**src/rtl/clic_regs.svh**
```systemverilog
`ifndef CLIC_REGS_SVH
`define CLIC_REGS_SVH
// Cascade input on the master
`define CLIC_CASCADE_IN 3'd2
// Default level when the request vanished before the answer
`define CLIC_SPURIOUS_CODE 3'd7
// Slave identification broadcast on the cascade bus
`define CLIC_SLAVE_ID 3'd2
// Trigger selects that are forced to edge: master 0, master 2, slave 0
`define CLIC_EDGE_ONLY_MASK 16'h0105
// Reset values
`define CLIC_MASK_RST 8'hFF
`define CLIC_BASE_RST 5'h00
// Gap in clock cycles between the two internal acknowledge pulses
`define CLIC_ACK_GAP 2
`endif

```
**src/rtl/clic_pkg.sv**
```systemverilog
package clic_pkg;
   typedef enum logic [2:0] {
      ACK_IDLE, ACK_P1, ACK_GAP1, ACK_P2, ACK_DONE
   } clic_ack_state_t;
endpackage

```
**src/rtl/clic_top.sv**
```systemverilog
`timescale 1ns/1ps
`default_nettype none
`include "clic_regs.svh"

// Functional notes
// - Master and slave, eight inputs each
// - Slave output feeds master input two
// - Route select picks timer or event timer
// - Slave input zero is inverted alarm
// - Trigger mode per level, except 0,2,8
// - Active-low sources inverted before controllers
// - Pending set by edge or level
// - Acknowledge sets service, keeps pending only if req_hit is set
// - Masked level never raises interrupt
// - Interrupt when unmasked pending request outranks all service bits
// - One acknowledge gives two internal pulses
// - First pulse freezes, sets service bit
// - Master broadcasts slave code after pulse one
// - Vector is base plus input code
// - No request at pulse one gives level 7
// - Auto mode clears service after pulse two
// - Trigger bit 0 edge, 1 level
// - Fixed priority, input 0 highest
// - Service bit blocks equal and lower levels
module clic_top
   import clic_pkg::*;
(
   // Clock and reset
   input wire logic clk,
   input wire logic rst,
   // Interrupt sources
   input wire logic timer0_out,
   input wire logic precision_event_timer0,
   input wire logic clock_alarm_request_n,
   input wire logic [15:0] irq_src,
   input wire logic [15:0] irq_src_active_low,
   // Configuration
   input wire logic legacy_route_select,
   input wire logic [7:0] trigger_select_low,
   input wire logic [7:0] trigger_select_high,
   input wire logic [7:0] master_mask,
   input wire logic [7:0] slave_mask,
   input wire logic mask_load,
   input wire logic [4:0] master_vector_base,
   input wire logic [4:0] slave_vector_base,
   input wire logic auto_end_of_service_mode,
   // End of interrupt
   input wire logic eoi_master,
   input wire logic eoi_slave,
   // Processor acknowledge
   input wire logic cpu_ack_req,
   // Outputs
   output logic cpu_interrupt_out,
   output logic vector_valid,
   output logic [7:0] vector_out,
   output logic internal_ack_pulse_n,
   output logic [2:0] cascade_id,
   output logic [7:0] master_request_pending_bits,
   output logic [7:0] slave_request_pending_bits,
   output logic [7:0] master_in_service_bits,
   output logic [7:0] slave_in_service_bits,
   output logic [7:0] master_level_mask_bits,
   output logic [7:0] slave_level_mask_bits
);

   // ==========================================================
   // Input conditioning
   // ==========================================================
   logic [15:0] line_in;
   logic [15:0] trig_level;
   wire [15:0] norm_src = irq_src ^ irq_src_active_low;
   wire route_timer = legacy_route_select ? precision_event_timer0
                                          : timer0_out;
   wire alarm_in = ~clock_alarm_request_n;
   logic slave_int;
   // Two controllers, slave on master input two
   assign line_in = {norm_src[15:9], alarm_in,
                     norm_src[7:3], slave_int, norm_src[1], route_timer};
   assign trig_level = {trigger_select_high, trigger_select_low}
                       & ~(`CLIC_EDGE_ONLY_MASK);

   // ==========================================================
   // Request, service and mask state
   // ==========================================================
   logic [15:0] prev_r;
   logic [15:0] irr_r, irr_nxt;
   logic [15:0] isr_r, isr_nxt;
   logic [15:0] imr_r;
   clic_ack_state_t st_r, st_nxt;
   logic [1:0] gap_r;

   wire [15:0] req_hit = (line_in & ~prev_r & ~trig_level) |
                         (line_in & trig_level);

   function automatic logic [3:0] pick(input logic [7:0] v);
      logic [3:0] r;
      r = 4'h8;
      for (int i = 7; i >= 0; i--) begin
         if (v[i]) begin
            r = {1'b0, 3'(i)};
         end
      end
      return r;
   endfunction

   // Mask of strictly higher levels than top service bit
   function automatic logic [7:0] allow(input logic [7:0] s);
      logic [7:0] a;
      logic [3:0] t;
      t = pick(s);
      a = 8'h00;
      for (int i = 0; i < 8; i++) begin
         if (t[3] || i < int'(t[2:0])) begin
            a[i] = 1'b1;
         end
      end
      return a;
   endfunction

   wire [7:0] s_elig = irr_r[15:8] & ~imr_r[15:8] & allow(isr_r[15:8]);
   wire [7:0] m_elig = irr_r[7:0] & ~imr_r[7:0] & allow(isr_r[7:0]);
   assign slave_int = |s_elig;
   wire [3:0] m_pick = pick(m_elig);
   wire [3:0] s_pick = pick(s_elig);

   // ==========================================================
   // Acknowledge sequencer
   // ==========================================================
   logic [3:0] m_frz_r;
   logic [3:0] s_frz_r;
   wire p1_go = (st_r == ACK_P1);
   wire p2_go = (st_r == ACK_P2);
   wire to_slave = (m_frz_r == {1'b0, `CLIC_CASCADE_IN});

   always_comb begin
      st_nxt = st_r;
      case (st_r)
         ACK_IDLE: begin
            if (cpu_ack_req) begin
               st_nxt = ACK_P1;
            end
         end
         ACK_P1: st_nxt = ACK_GAP1;
         ACK_GAP1: begin
            if (gap_r == 2'd0) begin
               st_nxt = ACK_P2;
            end
         end
         ACK_P2: st_nxt = ACK_DONE;
         ACK_DONE: st_nxt = ACK_IDLE;
         default: st_nxt = ACK_IDLE;
      endcase
   end

   // Pending and service updates
   always_comb begin
      irr_nxt = (irr_r | req_hit) & (line_in | ~trig_level);
      isr_nxt = isr_r;
      // End of interrupt first, so a same-cycle set wins
      if (eoi_master) begin
         isr_nxt[7:0] = isr_r[7:0] & ~(8'(1) << pick(isr_r[7:0]));
      end
      if (eoi_slave) begin
         isr_nxt[15:8] = isr_r[15:8] & ~(8'(1) << pick(isr_r[15:8]));
      end
      if (p1_go && !m_pick[3]) begin
         isr_nxt[m_pick[2:0]] = 1'b1;
         irr_nxt[m_pick[2:0]] = req_hit[m_pick[2:0]];
         if (m_pick[2:0] == `CLIC_CASCADE_IN && !s_pick[3]) begin
            isr_nxt[8 + s_pick[2:0]] = 1'b1;
            irr_nxt[8 + s_pick[2:0]] = req_hit[8 + s_pick[2:0]];
         end
      end
      // Auto end clears service at pulse two end
      if (p2_go && auto_end_of_service_mode && !m_frz_r[3]) begin
         isr_nxt[m_frz_r[2:0]] = 1'b0;
         if (to_slave && !s_frz_r[3]) begin
            isr_nxt[8 + s_frz_r[2:0]] = 1'b0;
         end
      end
   end

   always_ff @(posedge clk or posedge rst) begin
      if (rst) begin
         prev_r <= 16'h0000;
         irr_r <= 16'h0000;
         isr_r <= 16'h0000;
         imr_r <= {`CLIC_MASK_RST, `CLIC_MASK_RST};
      end else begin
         prev_r <= line_in;
         irr_r <= irr_nxt;
         isr_r <= isr_nxt;
         if (mask_load) begin
            imr_r <= {slave_mask, master_mask};
         end
      end
   end

   always_ff @(posedge clk or posedge rst) begin
      if (rst) begin
         st_r <= ACK_IDLE;
         gap_r <= 2'd0;
         m_frz_r <= 4'h8;
         s_frz_r <= 4'h8;
         cascade_id <= 3'd0;
      end else begin
         st_r <= st_nxt;
         gap_r <= p1_go ? 2'(`CLIC_ACK_GAP - 1)
                        : (gap_r != 2'd0 ? gap_r - 2'd1 : 2'd0);
         if (p1_go) begin
            m_frz_r <= m_pick;
            s_frz_r <= s_pick;
         end
         // Slave code broadcast after first pulse
         if (st_r == ACK_GAP1 && m_frz_r == {1'b0, `CLIC_CASCADE_IN}) begin
            cascade_id <= `CLIC_SLAVE_ID;
         end else if (st_r == ACK_IDLE) begin
            cascade_id <= 3'd0;
         end
      end
   end

   // ==========================================================
   // Vector output
   // ==========================================================
   // Vector byte and spurious default
   wire [7:0] vec_sel = m_frz_r[3] ? {master_vector_base,
                                      `CLIC_SPURIOUS_CODE} :
                        (to_slave && cascade_id == `CLIC_SLAVE_ID) ?
                        {slave_vector_base, s_frz_r[3] ?
                         `CLIC_SPURIOUS_CODE : s_frz_r[2:0]} :
                        {master_vector_base, m_frz_r[2:0]};

   always_ff @(posedge clk or posedge rst) begin
      if (rst) begin
         vector_out <= 8'h00;
         vector_valid <= 1'b0;
      end else begin
         vector_valid <= p2_go;
         if (p2_go) begin
            vector_out <= vec_sel;
         end
      end
   end

   assign internal_ack_pulse_n = ~(p1_go | p2_go);
   assign cpu_interrupt_out = |m_elig;
   assign master_request_pending_bits = irr_r[7:0];
   assign slave_request_pending_bits = irr_r[15:8];
   assign master_in_service_bits = isr_r[7:0];
   assign slave_in_service_bits = isr_r[15:8];
   assign master_level_mask_bits = imr_r[7:0];
   assign slave_level_mask_bits = imr_r[15:8];

   // ==========================================================
   // Checks
   // ==========================================================
   // Forced-edge lines already high and not pending
   wire [15:0] held_edge = ~irr_r & prev_r & `CLIC_EDGE_ONLY_MASK;
   chk_masked_quiet: assert property (@(posedge clk) disable iff (rst)
      cpu_interrupt_out |-> (|(irr_r[7:0] & ~imr_r[7:0])))
      else $error("masked level drives interrupt");
   chk_int_on_pend: assert property (@(posedge clk) disable iff (rst)
      (|(irr_r[7:0] & ~imr_r[7:0] & allow(isr_r[7:0]))) |->
      cpu_interrupt_out)
      else $error("interrupt missing for pending level");
   chk_two_pulses: assert property (@(posedge clk) disable iff (rst)
      (st_r == ACK_IDLE && cpu_ack_req) |=> !internal_ack_pulse_n
      ##1 internal_ack_pulse_n [*2] ##1 !internal_ack_pulse_n)
      else $error("acknowledge not two pulses");
   chk_isr_on_p1: assert property (@(posedge clk) disable iff (rst)
      (p1_go && !m_pick[3]) |=> isr_r[$past(m_pick[2:0])])
      else $error("service bit not set on first pulse");
   chk_vec_after_p2: assert property (@(posedge clk)
      disable iff (rst) (p2_go && !to_slave && !m_frz_r[3]) |=>
      vector_valid && vector_out == {$past(master_vector_base),
      m_frz_r[2:0]})
      else $error("vector not returned");
   chk_spurious_vec: assert property (@(posedge clk)
      disable iff (rst) (p2_go && m_frz_r[3]) |=>
      vector_out == {$past(master_vector_base), 3'b111})
      else $error("spurious vector wrong");
   chk_edge_forced: assert property (@(posedge clk) disable iff (rst)
      (|held_edge) |=> (irr_r & $past(held_edge)) == 16'h0000)
      else $error("forced edge level in level mode");
   chk_slave_code: assert property (@(posedge clk) disable iff (rst)
      (st_r == ACK_P2 && to_slave) |-> cascade_id == `CLIC_SLAVE_ID)
      else $error("slave code missing");
   cov_master_ack: cover property (@(posedge clk) p2_go && !to_slave);
   cov_slave_ack: cover property (@(posedge clk) p2_go && to_slave);
   cov_spurious: cover property (@(posedge clk) p2_go && m_frz_r[3]);
   cov_auto_clear: cover property (@(posedge clk)
      p2_go && auto_end_of_service_mode);
endmodule
`default_nettype wire

```
**config.mk**
```make
export PLATFORM = sky130hd
export DESIGN_NAME = clic_top
export DESIGN_NICKNAME = d
export VERILOG_FILES = /design/src/rtl/clic_pkg.sv /design/src/rtl/clic_top.sv
export VERILOG_INCLUDE_DIRS = /design/src /design/src/rtl
export SDC_FILE = /design/constraint.sdc
export NUM_CORES = 1
export LEC_CHECK = 0
export ABC_AREA = 1
export BUFFER_PORTS_ARGS = -buffer_cell sky130_fd_sc_hd__buf_2
export CORE_MARGIN = 2
export CORE_UTILIZATION = 40
export DETAILED_ROUTE_END_ITERATION = 8
export HOLD_SLACK_MARGIN = 0.08
export PLACE_DENSITY_LB_ADDON = 0.3
export SYNTH_ARGS = -nofsm -noshare
export SYNTH_HDL_FRONTEND = slang
export SYNTH_SLANG_ARGS = --single-unit
```
**constraint.sdc**
```tcl
create_clock -name clk -period 4.5 [get_ports clk]
set_input_delay 0.9 -clock clk [delete_from_list [all_inputs] [get_ports clk]]
set_output_delay 0.9 -clock clk [all_outputs]
set_load 0.05 [all_outputs]
```
==> results of run 1 <==
-- placed cells by master, fill, tap and decap left out, types with 13 or more instances in the layout --
cell	Yosys	routed
buf_2	0	135
inv_1	108	107
nand2_1	96	96
dfrtp_1	69	69
nor2_1	56	56
o21ai_0	47	47
nand3_1	30	30
a21oi_1	23	23
a21oi_2	22	22
dfstp_2	18	18
nand2_2	13	13
-- worst paths after layout --
path                                           start                        end  slack [ns]  cells past startpoint
max                               isr_r[5]$_DFF_PP0_          cpu_interrupt_out        1.55                     10
min                        vector_out[7]$_DFFE_PP0P_  vector_out[7]$_DFFE_PP0P_        0.48                      2
max reg2reg                      st_r[2]$_DFFE_PP0P_        isr_r[11]$_DFF_PP0_        2.22                      8
min reg2reg                vector_out[7]$_DFFE_PP0P_  vector_out[7]$_DFFE_PP0P_        0.48                      2
max in group asynchronous                        rst       imr_r[0]$_DFFE_PP1P_        2.79                      3
min in group asynchronous                        rst       prev_r[10]$_DFF_PP0_        0.72                      2
-- worst reg2reg max path: cells and delay by family, from the launching register on --
kind	cells	cell delay, ns
AO/OA/AOI/OAI	1	0.12
buffers and inverters	2	0.26
flip-flops	1	0.38
AND/OR/NAND/NOR	5	1.40
-- power groups by stage --
| stage | clock network (mW) | registers, mW | logic [mW] |
|---|---|---|---|
| 2_1_floorplan | 0 | 1.63 | 1.37 |
| 3_3_place_gp | 0 | 1.18 | 2.28 |
| 3_5_place_dp | 0 | 1.19 | 2.31 |
| 4_1_cts | 0.769 | 1.18 | 2.31 |
| 5_1_grt | 0.793 | 1.21 | 2.55 |
| 6_report | 0.747 | 1.18 | 2.31 |
-- synthesized netlist by cell type (2+ instances only) --
cell type,count
o22ai_1,2
xnor2_1,5
o21ai_0,47
nand3_1,30
inv_2,12
inv_1,108
a21oi_2,22
mux2_2,8
a21oi_1,23
nand2_4,8
o21ai_2,2
dfrtp_1,69
nand2_1,96
buf_4,2
clkbuf_1,4
nand3_2,4
xor2_1,8
nor4_1,4
nor2_8,3
nor2_2,5
a22oi_1,3
nor2_4,12
nand3b_1,2
a31oi_1,7
nand2_2,13
nand4_1,4
nor3_1,7
dfstp_2,18
o21a_1,4
nor2_1,56
o21bai_1,3
-- layer usage --
layer,track usage [%],up-vias
met2,35.0,132
met1,25.6,2068
li1,-,2216
met5,0,-
met4,7.22,0
met3,4.13,17
-- registers in the layout (all words and copies together) (netlist names) --
name	flops
m_frz_r	4
gap_r	2
vector_out	8
st_r	3
irr_r	16
vector_valid	1
s_frz_r	4
cascade_id	1
imr_r	16
prev_r	16
isr_r	16
-- area by class of cell --
cell class,instances,area (um2),share of cell area (%)
multi-input combinational,391,2280,37.2
inverter,121,460,7.51
sequential,87,2200,35.9
tap,168,210,3.43
timing repair buffer,136,683,11.1
clock inverter,2,12.5,0.204
clock buffer,14,284,4.63
-- logic make-up after synthesis --
group                     Yosys count  share of synthesized area (%)
buffers and inverters             128                           10.2
and+or+nand+nor                   248                           26.3
AOI/OAI and AO/OA                 120                           15.2
other                               1                         0.0752
DFF                                87                           44.1
xor gates and xnor gates           13                           2.28
muxes                               8                           1.81
==> impl_metrics.json, run 1 <==
{
  "period_share_pct": 65.5,
  "cts_tree": "yes",
  "slew_headroom_pct": 38.7,
  "postCtsHoldBufs": 0,
  "core-area_um2": 12100,
  "die_area_um2": 13400,
  "synth-edff-count": 0,
  "vias": 4433,
  "synth_top_area_cell": "dfrtp_1",
  "avgSynthCellArea_um2": 8.24,
  "critPathMaxFanout": 5,
  "p_leak_nw": 3.23,
  "yosys_register_bits": 87,
  "clock.fmax_ghz": 0.339,
  "synth_ff_type": "dfrtp_1",
  "timing.critical_path.mode_cell": "nand2_1",
  "cp.required_ns": 3.60,
  "place_area_um2": 5830,
  "place_ws_ns": 1.95,
  "syn_inst": 605,
  "worst_slew_pin_slew_ns": 0.919,
  "dr.first_iter.drc_count": 254,
  "grt_max_degree": 55,
  "setup_viol": 0,
  "layout.cells.non_filler": 919,
  "vias_per_cell": 4.82,
  "finClkSkew_ns": 0.00538,
  "yosysTopAreaCellShare_pct": 34.6,
  "async_flop_share_pct": 100,
  "critical-path-top-delay-family": "simple AND/OR/NAND/NOR gates",
  "peakVddDrop_uv": 260,
  "num_io_pins": 147,
  "finalHoldViolCount": 0,
  "path_buf_inv": 2,
  "grt_pass1_vias": 4644,
  "drc": 0,
  "rsz0062_at_grt": "no",
  "arrival_ns": 2.05,
  "maxCapViolCount": 0,
  "critPathSlowestCell": "dfrtp_1",
  "min_path_type": "flip-flop to flip-flop",
  "wl_met2_um": 6150,
  "startpoint_type": "flip-flop",
  "finalPower_mw": 4.24,
  "fin_area_um2": 6130,
  "crit_chain": "nor2_4 -> o21ai_2 -> a21oi_2 -> nand2_1 -> nand2_1 -> nand2_2 -> nand2_1 -> inv_1 -> nand3_1 -> buf_2",
  "final_net_count": 831,
  "hold_slack_ns": 0.483,
  "cts.sinks": 87,
  "swShare_pct": 51.7,
  "cts_max_level": 3,
  "dieHeight_um": 116,
  "antenna_found_initial": 0,
  "start_util_pct": 41.2,
  "yosysSeqAreaShare_pct": 44.1,
  "place_congestion": 0.930,
  "timing.setup.tns_ns": 0,
  "crit_type": "flip-flop to output pin",
  "numCtsBuffers": 9,
  "drive_gt1_share_pct": 35.2,
  "place_inst": 903,
  "routedWlPerCell_um": 14.0,
  "internal_power_mw": 2.05,
  "switching_power_mw": 2.19,
  "met1_length_um": 5760,
  "gr-total-overflow": 0,
  "critPathMaxStageDelay_ns": 0.43,
  "route.antenna.remaining_nets": 0,
  "hpwlAfterDp_um": 10100,
  "seqPwrFrac_pct": 27.8,
  "combPwrFrac_pct": 54.5,
  "highest_layer": "met4",
  "clock_power_share_pct": 17.6,
  "grt_pass1_wl_um": 21500,
  "wl_um": 12900,
  "place.port_buffers": 135,
  "ys_warn_count": 0,
  "maxSlewViolCount": 0,
  "grt_util_all_layers_pct": 20.4,
  "fp.dieW_um": 116,
  "syn2layout_area_growth_pct": 23.0,
  "critPathCaptureType": "output pin",
  "clkLatencyLatePin_ns": 0.35,
  "cts_resized": 0,
  "fillers": 1199,
  "status": "finished, final reports clean",
  "cts_buffer_depth": 2,
  "yosysUniqueCellTypes": 45,
  "post_cts_buffers": 0,
  "utilization_pct": 50.6,
  "wl_met3_um": 771,
  "final.min_clock_period_ns": 2.95,
  "netlist_area_um2": 4980,
  "clk_pin_slew_ns": 0.06,
  "drtPass1Iterations": 4,
  "row_count": 40,
  "layout_setup_ws_ns": 1.55,
  "root_buffer": "clkbuf_16",
  "synth.area.top_cells": "dfrtp_1 35%, dfstp_2 9.5%, inv_1 8.1%",
  "diodes": 0,
  "power_density_nw_per_um2": 691
}
(Power assumes the default switching activity.)
==> run 2: changes to the inputs <==
==> constraint.sdc (replaced) <==
create_clock -name clk -period 2.6 [get_ports clk]
set_input_delay 0.52 -clock clk [delete_from_list [all_inputs] [get_ports clk]]
set_output_delay 0.52 -clock clk [all_outputs]
set_load 0.05 [all_outputs]
==> impl_metrics.json, run 2 (synthesis gave the netlist of run 1 again) <==
{
  "status": "finished, final reports clean",
  "p_leak_nw": 3.26,
  "timing.critical_path.to": "cpu_interrupt_out",
  "swShare_pct": 51.9,
  "drive_gt1_share_pct": 35.9,
  "r2r-end": "irr_r[5]$_DFF_PP0_",
  "fp.dieW_um": 116,
  "finClkSkew_ns": 0.00641,
  "cts_tree": "yes",
  "timing.setup.tns_ns": 0,
  "postCtsHoldBufs": 0,
  "vias": 4441,
  "finalHoldViolCount": 0,
  "row_count": 40,
  "critical-path-top-delay-family": "simple AND/OR/NAND/NOR gates",
  "crit_chain": "nor2_4 -> o21ai_2 -> a21oi_2 -> nand2_1 -> nand2_1 -> nand2_2 -> nand2_1 -> inv_1 -> nand3_2 -> buf_6",
  "diodes": 0,
  "grt_pass1_vias": 4420,
  "dieHeight_um": 116,
  "clkLatencyLatePin_ns": 0.36,
  "final_net_count": 835,
  "grt_util_all_layers_pct": 20.5,
  "num_io_pins": 147,
  "crit_type": "flip-flop to output pin",
  "syn2layout_area_growth_pct": 24.6,
  "timing.critical_path.mode_cell": "nand2_1",
  "seqPwrFrac_pct": 27.4,
  "maxCapViolCount": 0,
  "drc": 0,
  "routedWlPerCell_um": 14.1,
  "utilization_pct": 51.3,
  "arrival_ns": 1.95,
  "min_path_type": "input pin to asynchronous set/reset pin",
  "clk_pin_slew_ns": 0.07,
  "worst_slew_pin_slew_ns": 0.705,
  "regToRegStartpoint": "isr_r[0]$_DFF_PP0_",
  "root_buffer": "clkbuf_16",
  "vias_per_cell": 4.81,
  "period_share_pct": 94.8,
  "critPathCaptureType": "output pin",
  "switching_power_mw": 3.89,
  "startpoint_type": "flip-flop",
  "hpwlAfterDp_um": 10400,
  "clock.fmax_ghz": 0.406,
  "wl_um": 13000,
  "fin_area_um2": 6210,
  "drtPass1Iterations": 5,
  "rsz0062_at_grt": "no",
  "place_congestion": 0.937,
  "path_buf_inv": 2,
  "critPathSlowestCell": "dfrtp_1",
  "antenna_found_initial": 0,
  "critPathLaunch": "isr_r[4]$_DFF_PP0_",
  "internal_power_mw": 3.61,
  "grt_pass1_wl_um": 21400,
  "route.antenna.remaining_nets": 0,
  "cp.required_ns": 2.08,
  "critPathMaxFanout": 5,
  "place_area_um2": 5890,
  "setup_viol": 0,
  "cts_max_level": 3,
  "place.port_buffers": 135,
  "die_area_um2": 13400,
  "reg2reg_slack_ns": 0.34,
  "start_util_pct": 41.2,
  "cts.sinks": 87,
  "numCtsBuffers": 9,
  "reg2regPathDepth": 16,
  "layout_common_cells": "134 x buf_2, 107 x inv_1, 96 x nand2_1, 69 x dfrtp_1, 55 x nor2_1",
  "core-area_um2": 12100,
  "cts_buffer_depth": 2,
  "dr.first_iter.drc_count": 238,
  "critPathMaxStageDelay_ns": 0.43,
  "maxSlewViolCount": 0,
  "clock_power_share_pct": 18.3,
  "slew_headroom_pct": 52.9,
  "final.min_clock_period_ns": 2.47,
  "combPwrFrac_pct": 54.3,
  "final_common_cell": "buf_2",
  "grt_max_degree": 35,
  "power_density_nw_per_um2": 1210,
  "crit_cells": 10,
  "peakVddDrop_uv": 404,
  "gr-total-overflow": 0
}
## run 2: cell types whose count changed in the layout (fill, tap and decap cells not counted), sizes merged
cell,previous run,this run
clkinv,2,0
bufinv,0,1
clkbuf,14,9
buf,136,140
clkinvlp,1,2
inv,120,125
## run 2: worst reg2reg max path, stage by stage, from the launching register on
cell and delay, ns:
dfrtp_1 0.44, nor2_1 0.19, nand2_4 0.12, nor2_2 0.15, nand3_2 0.09, o21ai_1 0.12, nand2_1 0.07, nand2_1 0.07
nand2_2 0.06, nand2_4 0.09, nand2_4 0.15, nand2_1 0.10, nand2_1 0.05, nand2_1 0.06, nand2_2 0.08, nor2_8 0.23
a21oi_2 0.08
## run 2: worst min-delay path by stage
stage | start | endpoint | slack, ns
after detailed placement | gap_r[0]$_DFF_PP0_ | gap_r[0]$_DFF_PP0_ | 0.47
after CTS | rst | isr_r[7]$_DFF_PP0_ | 0.28
after global placement | gap_r[0]$_DFF_PP0_ | gap_r[0]$_DFF_PP0_ | 0.46
after global routing | rst | prev_r[6]$_DFF_PP0_ | 0.32
after floorplan | gap_r[0]$_DFF_PP0_ | gap_r[0]$_DFF_PP0_ | 0.44
final | rst | prev_r[6]$_DFF_PP0_ | 0.27
## run 2: final cells by class
class	count	area, um2
multi-input cells	391	2290
clock inverters	7	83.8
well taps	168	210
repair buffers	140	744
fillers	1206	5900
clock buffers	9	225
inverters	121	463
flip-flops and latches	87	2200
## run 2: routing by layer
layer | vias up | share of wire [%] | global-route usage (%)
met5 | - | 0 | 0
met4 | 0 | 1.5 | 7.14
met3 | 15 | 5.8 | 3.92
met2 | 124 | 47 | 34.2
met1 | 2080 | 46 | 26.9
li1 | 2222 | - | -
## run 2: through the flow
step                      worst slack [ns]  hold WS, ns  instances  power [mW]
after floorplan                      0.115        0.442        606        5.20
after global placement               0.381        0.461        907        6.06
after detailed placement             0.350        0.467        907        6.11
after CTS                           0.0414        0.284        923        7.52
after global routing                0.0114        0.318        923        8.04
final                                0.134        0.271        923        7.49
## run 2: timing repair
item | in CTS | in global routing
endpoints found under the hold margin | 0 | 0
buffers inserted | 0 | 0
endpoints found under the setup margin | 1 | 1
pin swaps | 0 | 1
gates resized for setup | 1 | 3
## run 2: power groups by stage
| stage | sequential (mW) | clock [mW] | combinational [mW] |
|---|---|---|---|
| floorplan | 2.82 | 0 | 2.37 |
| global placement | 2.06 | 0 | 4.00 |
| detailed placement | 2.07 | 0 | 4.04 |
| CTS | 2.05 | 1.41 | 4.06 |
| global route | 2.10 | 1.45 | 4.48 |
| finish | 2.05 | 1.37 | 4.07 |
==> run 3: changes to the inputs <==
--- a/config.mk
+++ b/config.mk
@@ -11,6 +11,7 @@
 export CORE_MARGIN = 2
 export CORE_UTILIZATION = 40
 export DETAILED_ROUTE_END_ITERATION = 8
+export GPL_TIMING_DRIVEN = 0
 export HOLD_SLACK_MARGIN = 0.08
 export PLACE_DENSITY_LB_ADDON = 0.3
 export SYNTH_ARGS = -nofsm -noshare
==> impl_metrics.json, run 3 (synthesis gave the netlist of run 1 again) <==
{
  "clock.fmax_ghz": 0.406,
  "numCtsBuffers": 9,
  "p_leak_nw": 3.27,
  "gr-total-overflow": 0,
  "peakVddDrop_uv": 430,
  "critPathCaptureType": "output pin",
  "timing.setup.tns_ns": 0,
  "wl_um": 13200,
  "finalPower_mw": 7.54,
  "fp.dieW_um": 116,
  "final_net_count": 838,
  "drive_gt1_share_pct": 36.1,
  "die_area_um2": 13400,
  "drc": 0,
  "final_common_cell": "buf_2",
  "grt_pass1_wl_um": 21500,
  "maxSlewViolCount": 0,
  "cts_max_level": 3,
  "critical-path-top-delay-family": "simple AND/OR/NAND/NOR gates",
  "final.min_clock_period_ns": 2.46,
  "setup_viol": 0,
  "root_buffer": "clkbuf_16",
  "critPathSlowestCell": "dfrtp_1",
  "row_count": 40,
  "grt_pass1_vias": 4432,
  "timing.critical_path.mode_cell": "nand2_1",
  "route.antenna.remaining_nets": 0,
  "place_congestion": 0.911,
  "power_density_nw_per_um2": 1210,
  "cts_buffer_depth": 2,
  "arrival_ns": 1.94,
  "dr.first_iter.drc_count": 216,
  "path_buf_inv": 2,
  "cts.sinks": 87,
  "worst_slew_pin_slew_ns": 0.639,
  "crit_chain": "nor2_4 -> o21ai_2 -> a21oi_2 -> nand2_1 -> nand2_1 -> nand2_2 -> nand2_1 -> inv_2 -> nand3_2 -> buf_6",
  "vias_per_cell": 4.79,
  "drtPass1Iterations": 5,
  "grt_max_degree": 42,
  "r2r-end": "isr_r[10]$_DFF_PP0_",
  "regToRegStartpoint": "st_r[2]$_DFFE_PP0P_",
  "maxCapViolCount": 0,
  "diodes": 0,
  "dieHeight_um": 116,
  "status": "finished, final reports clean",
  "reg2regPathDepth": 8,
  "min_path_type": "input pin to asynchronous set/reset pin",
  "layout_common_cells": "133 x buf_2, 106 x inv_1, 96 x nand2_1, 67 x dfrtp_1, 55 x nor2_1",
  "start_util_pct": 41.2,
  "antenna_found_initial": 0,
  "clk_pin_slew_ns": 0.06,
  "slew_headroom_pct": 57.0,
  "reg2reg_slack_ns": 0.29,
  "clkLatencyLatePin_ns": 0.35,
  "critPathMaxStageDelay_ns": 0.44,
  "post_cts_buffers": 0,
  "num_io_pins": 147,
  "hpwlAfterDp_um": 10500,
  "finClkSkew_ns": 0.0102,
  "critPathMaxFanout": 5,
  "finalHoldViolCount": 0,
  "cp.required_ns": 2.08,
  "period_share_pct": 94.6,
  "grt_util_all_layers_pct": 20.7,
  "crit_type": "flip-flop to output pin",
  "syn2layout_area_growth_pct": 25.4,
  "cts_tree": "yes",
  "place.port_buffers": 134,
  "core-area_um2": 12100,
  "vias": 4440,
  "routedWlPerCell_um": 14.2,
  "startpoint_type": "flip-flop",
  "rsz0062_at_grt": "no"
}
run 3: changes by cell type in the layout (fill, tap and decap cells not counted), sizes merged:
cell      change
clkinv        +2
clkinvlp      -1
clkbuf        +5
inv           -2
buf           -1
run 3: timing repair:
action | in CTS | in global routing
hold buffers | 0 | 0
endpoints found under the setup margin | 1 | 2
resized for setup | 1 | 7
run 3: final cells by class:
| type | count | area (um2) |
|---|---|---|
| fillers | 1197 | 5860 |
| multi-input cells | 391 | 2290 |
| flip-flops and latches | 87 | 2200 |
| repair buffers | 136 | 717 |
| inverters | 121 | 463 |
| clock buffers | 10 | 239 |
| well taps | 168 | 210 |
| clock inverters | 6 | 76.3 |
| plain buffers | 7 | 50.0 |
run 3: per-stage QoR:
stage	area [um2]	worst slack, ns	util [%]	instances	hold slack, ns
global placement	5870	0.359	48.5	908	0.459
detailed placement	5910	0.263	48.8	910	0.470
finish	6250	0.139	51.6	926	0.241
floorplan	4990	0.115	-	606	0.442
CTS	6230	0.0418	51.4	926	0.255
global route	6250	0.0206	51.6	926	0.269
run 3: worst max path at each step:
| stage | start | end | slack (ns) | depth (start not counted) |
|---|---|---|---|---|
| after floorplan | isr_r[6]$_DFF_PP0_ | isr_r[0]$_DFF_PP0_ | 0.12 | 17 |
| after global placement | isr_r[0]$_DFF_PP0_ | isr_r[0]$_DFF_PP0_ | 0.36 | 13 |
| after detailed placement | st_r[2]$_DFFE_PP0P_ | isr_r[8]$_DFF_PP0_ | 0.26 | 9 |
| after global routing | isr_r[5]$_DFF_PP0_ | cpu_interrupt_out | 0.02 | 10 |
| after CTS | isr_r[5]$_DFF_PP0_ | cpu_interrupt_out | 0.04 | 10 |
| final | isr_r[5]$_DFF_PP0_ | cpu_interrupt_out | 0.14 | 10 |
run 3: power breakdown:
part / switching, mW / internal, mW
Sequential: 0.320 / 1.74
Combinational: 2.99 / 1.13
Clock: 0.582 / 0.788
Total: 3.89 / 3.65
run 3: worst reg2reg max path, delay by kind of cell (launching register included):
kind,cells,cell delay [ns]
compound gates,1,0.12
flops,1,0.38
simple gates,5,1.42
buf+inv,2,0.27
run 3: metal layers:
metal  wire (um)  vias up  GRT usage, %
met1        6080     2058          28.5
met5           0        -             0
li1            -     2228             -
met4         285        0          8.49
met3         730       22          3.61
met2        6060      132          32.5
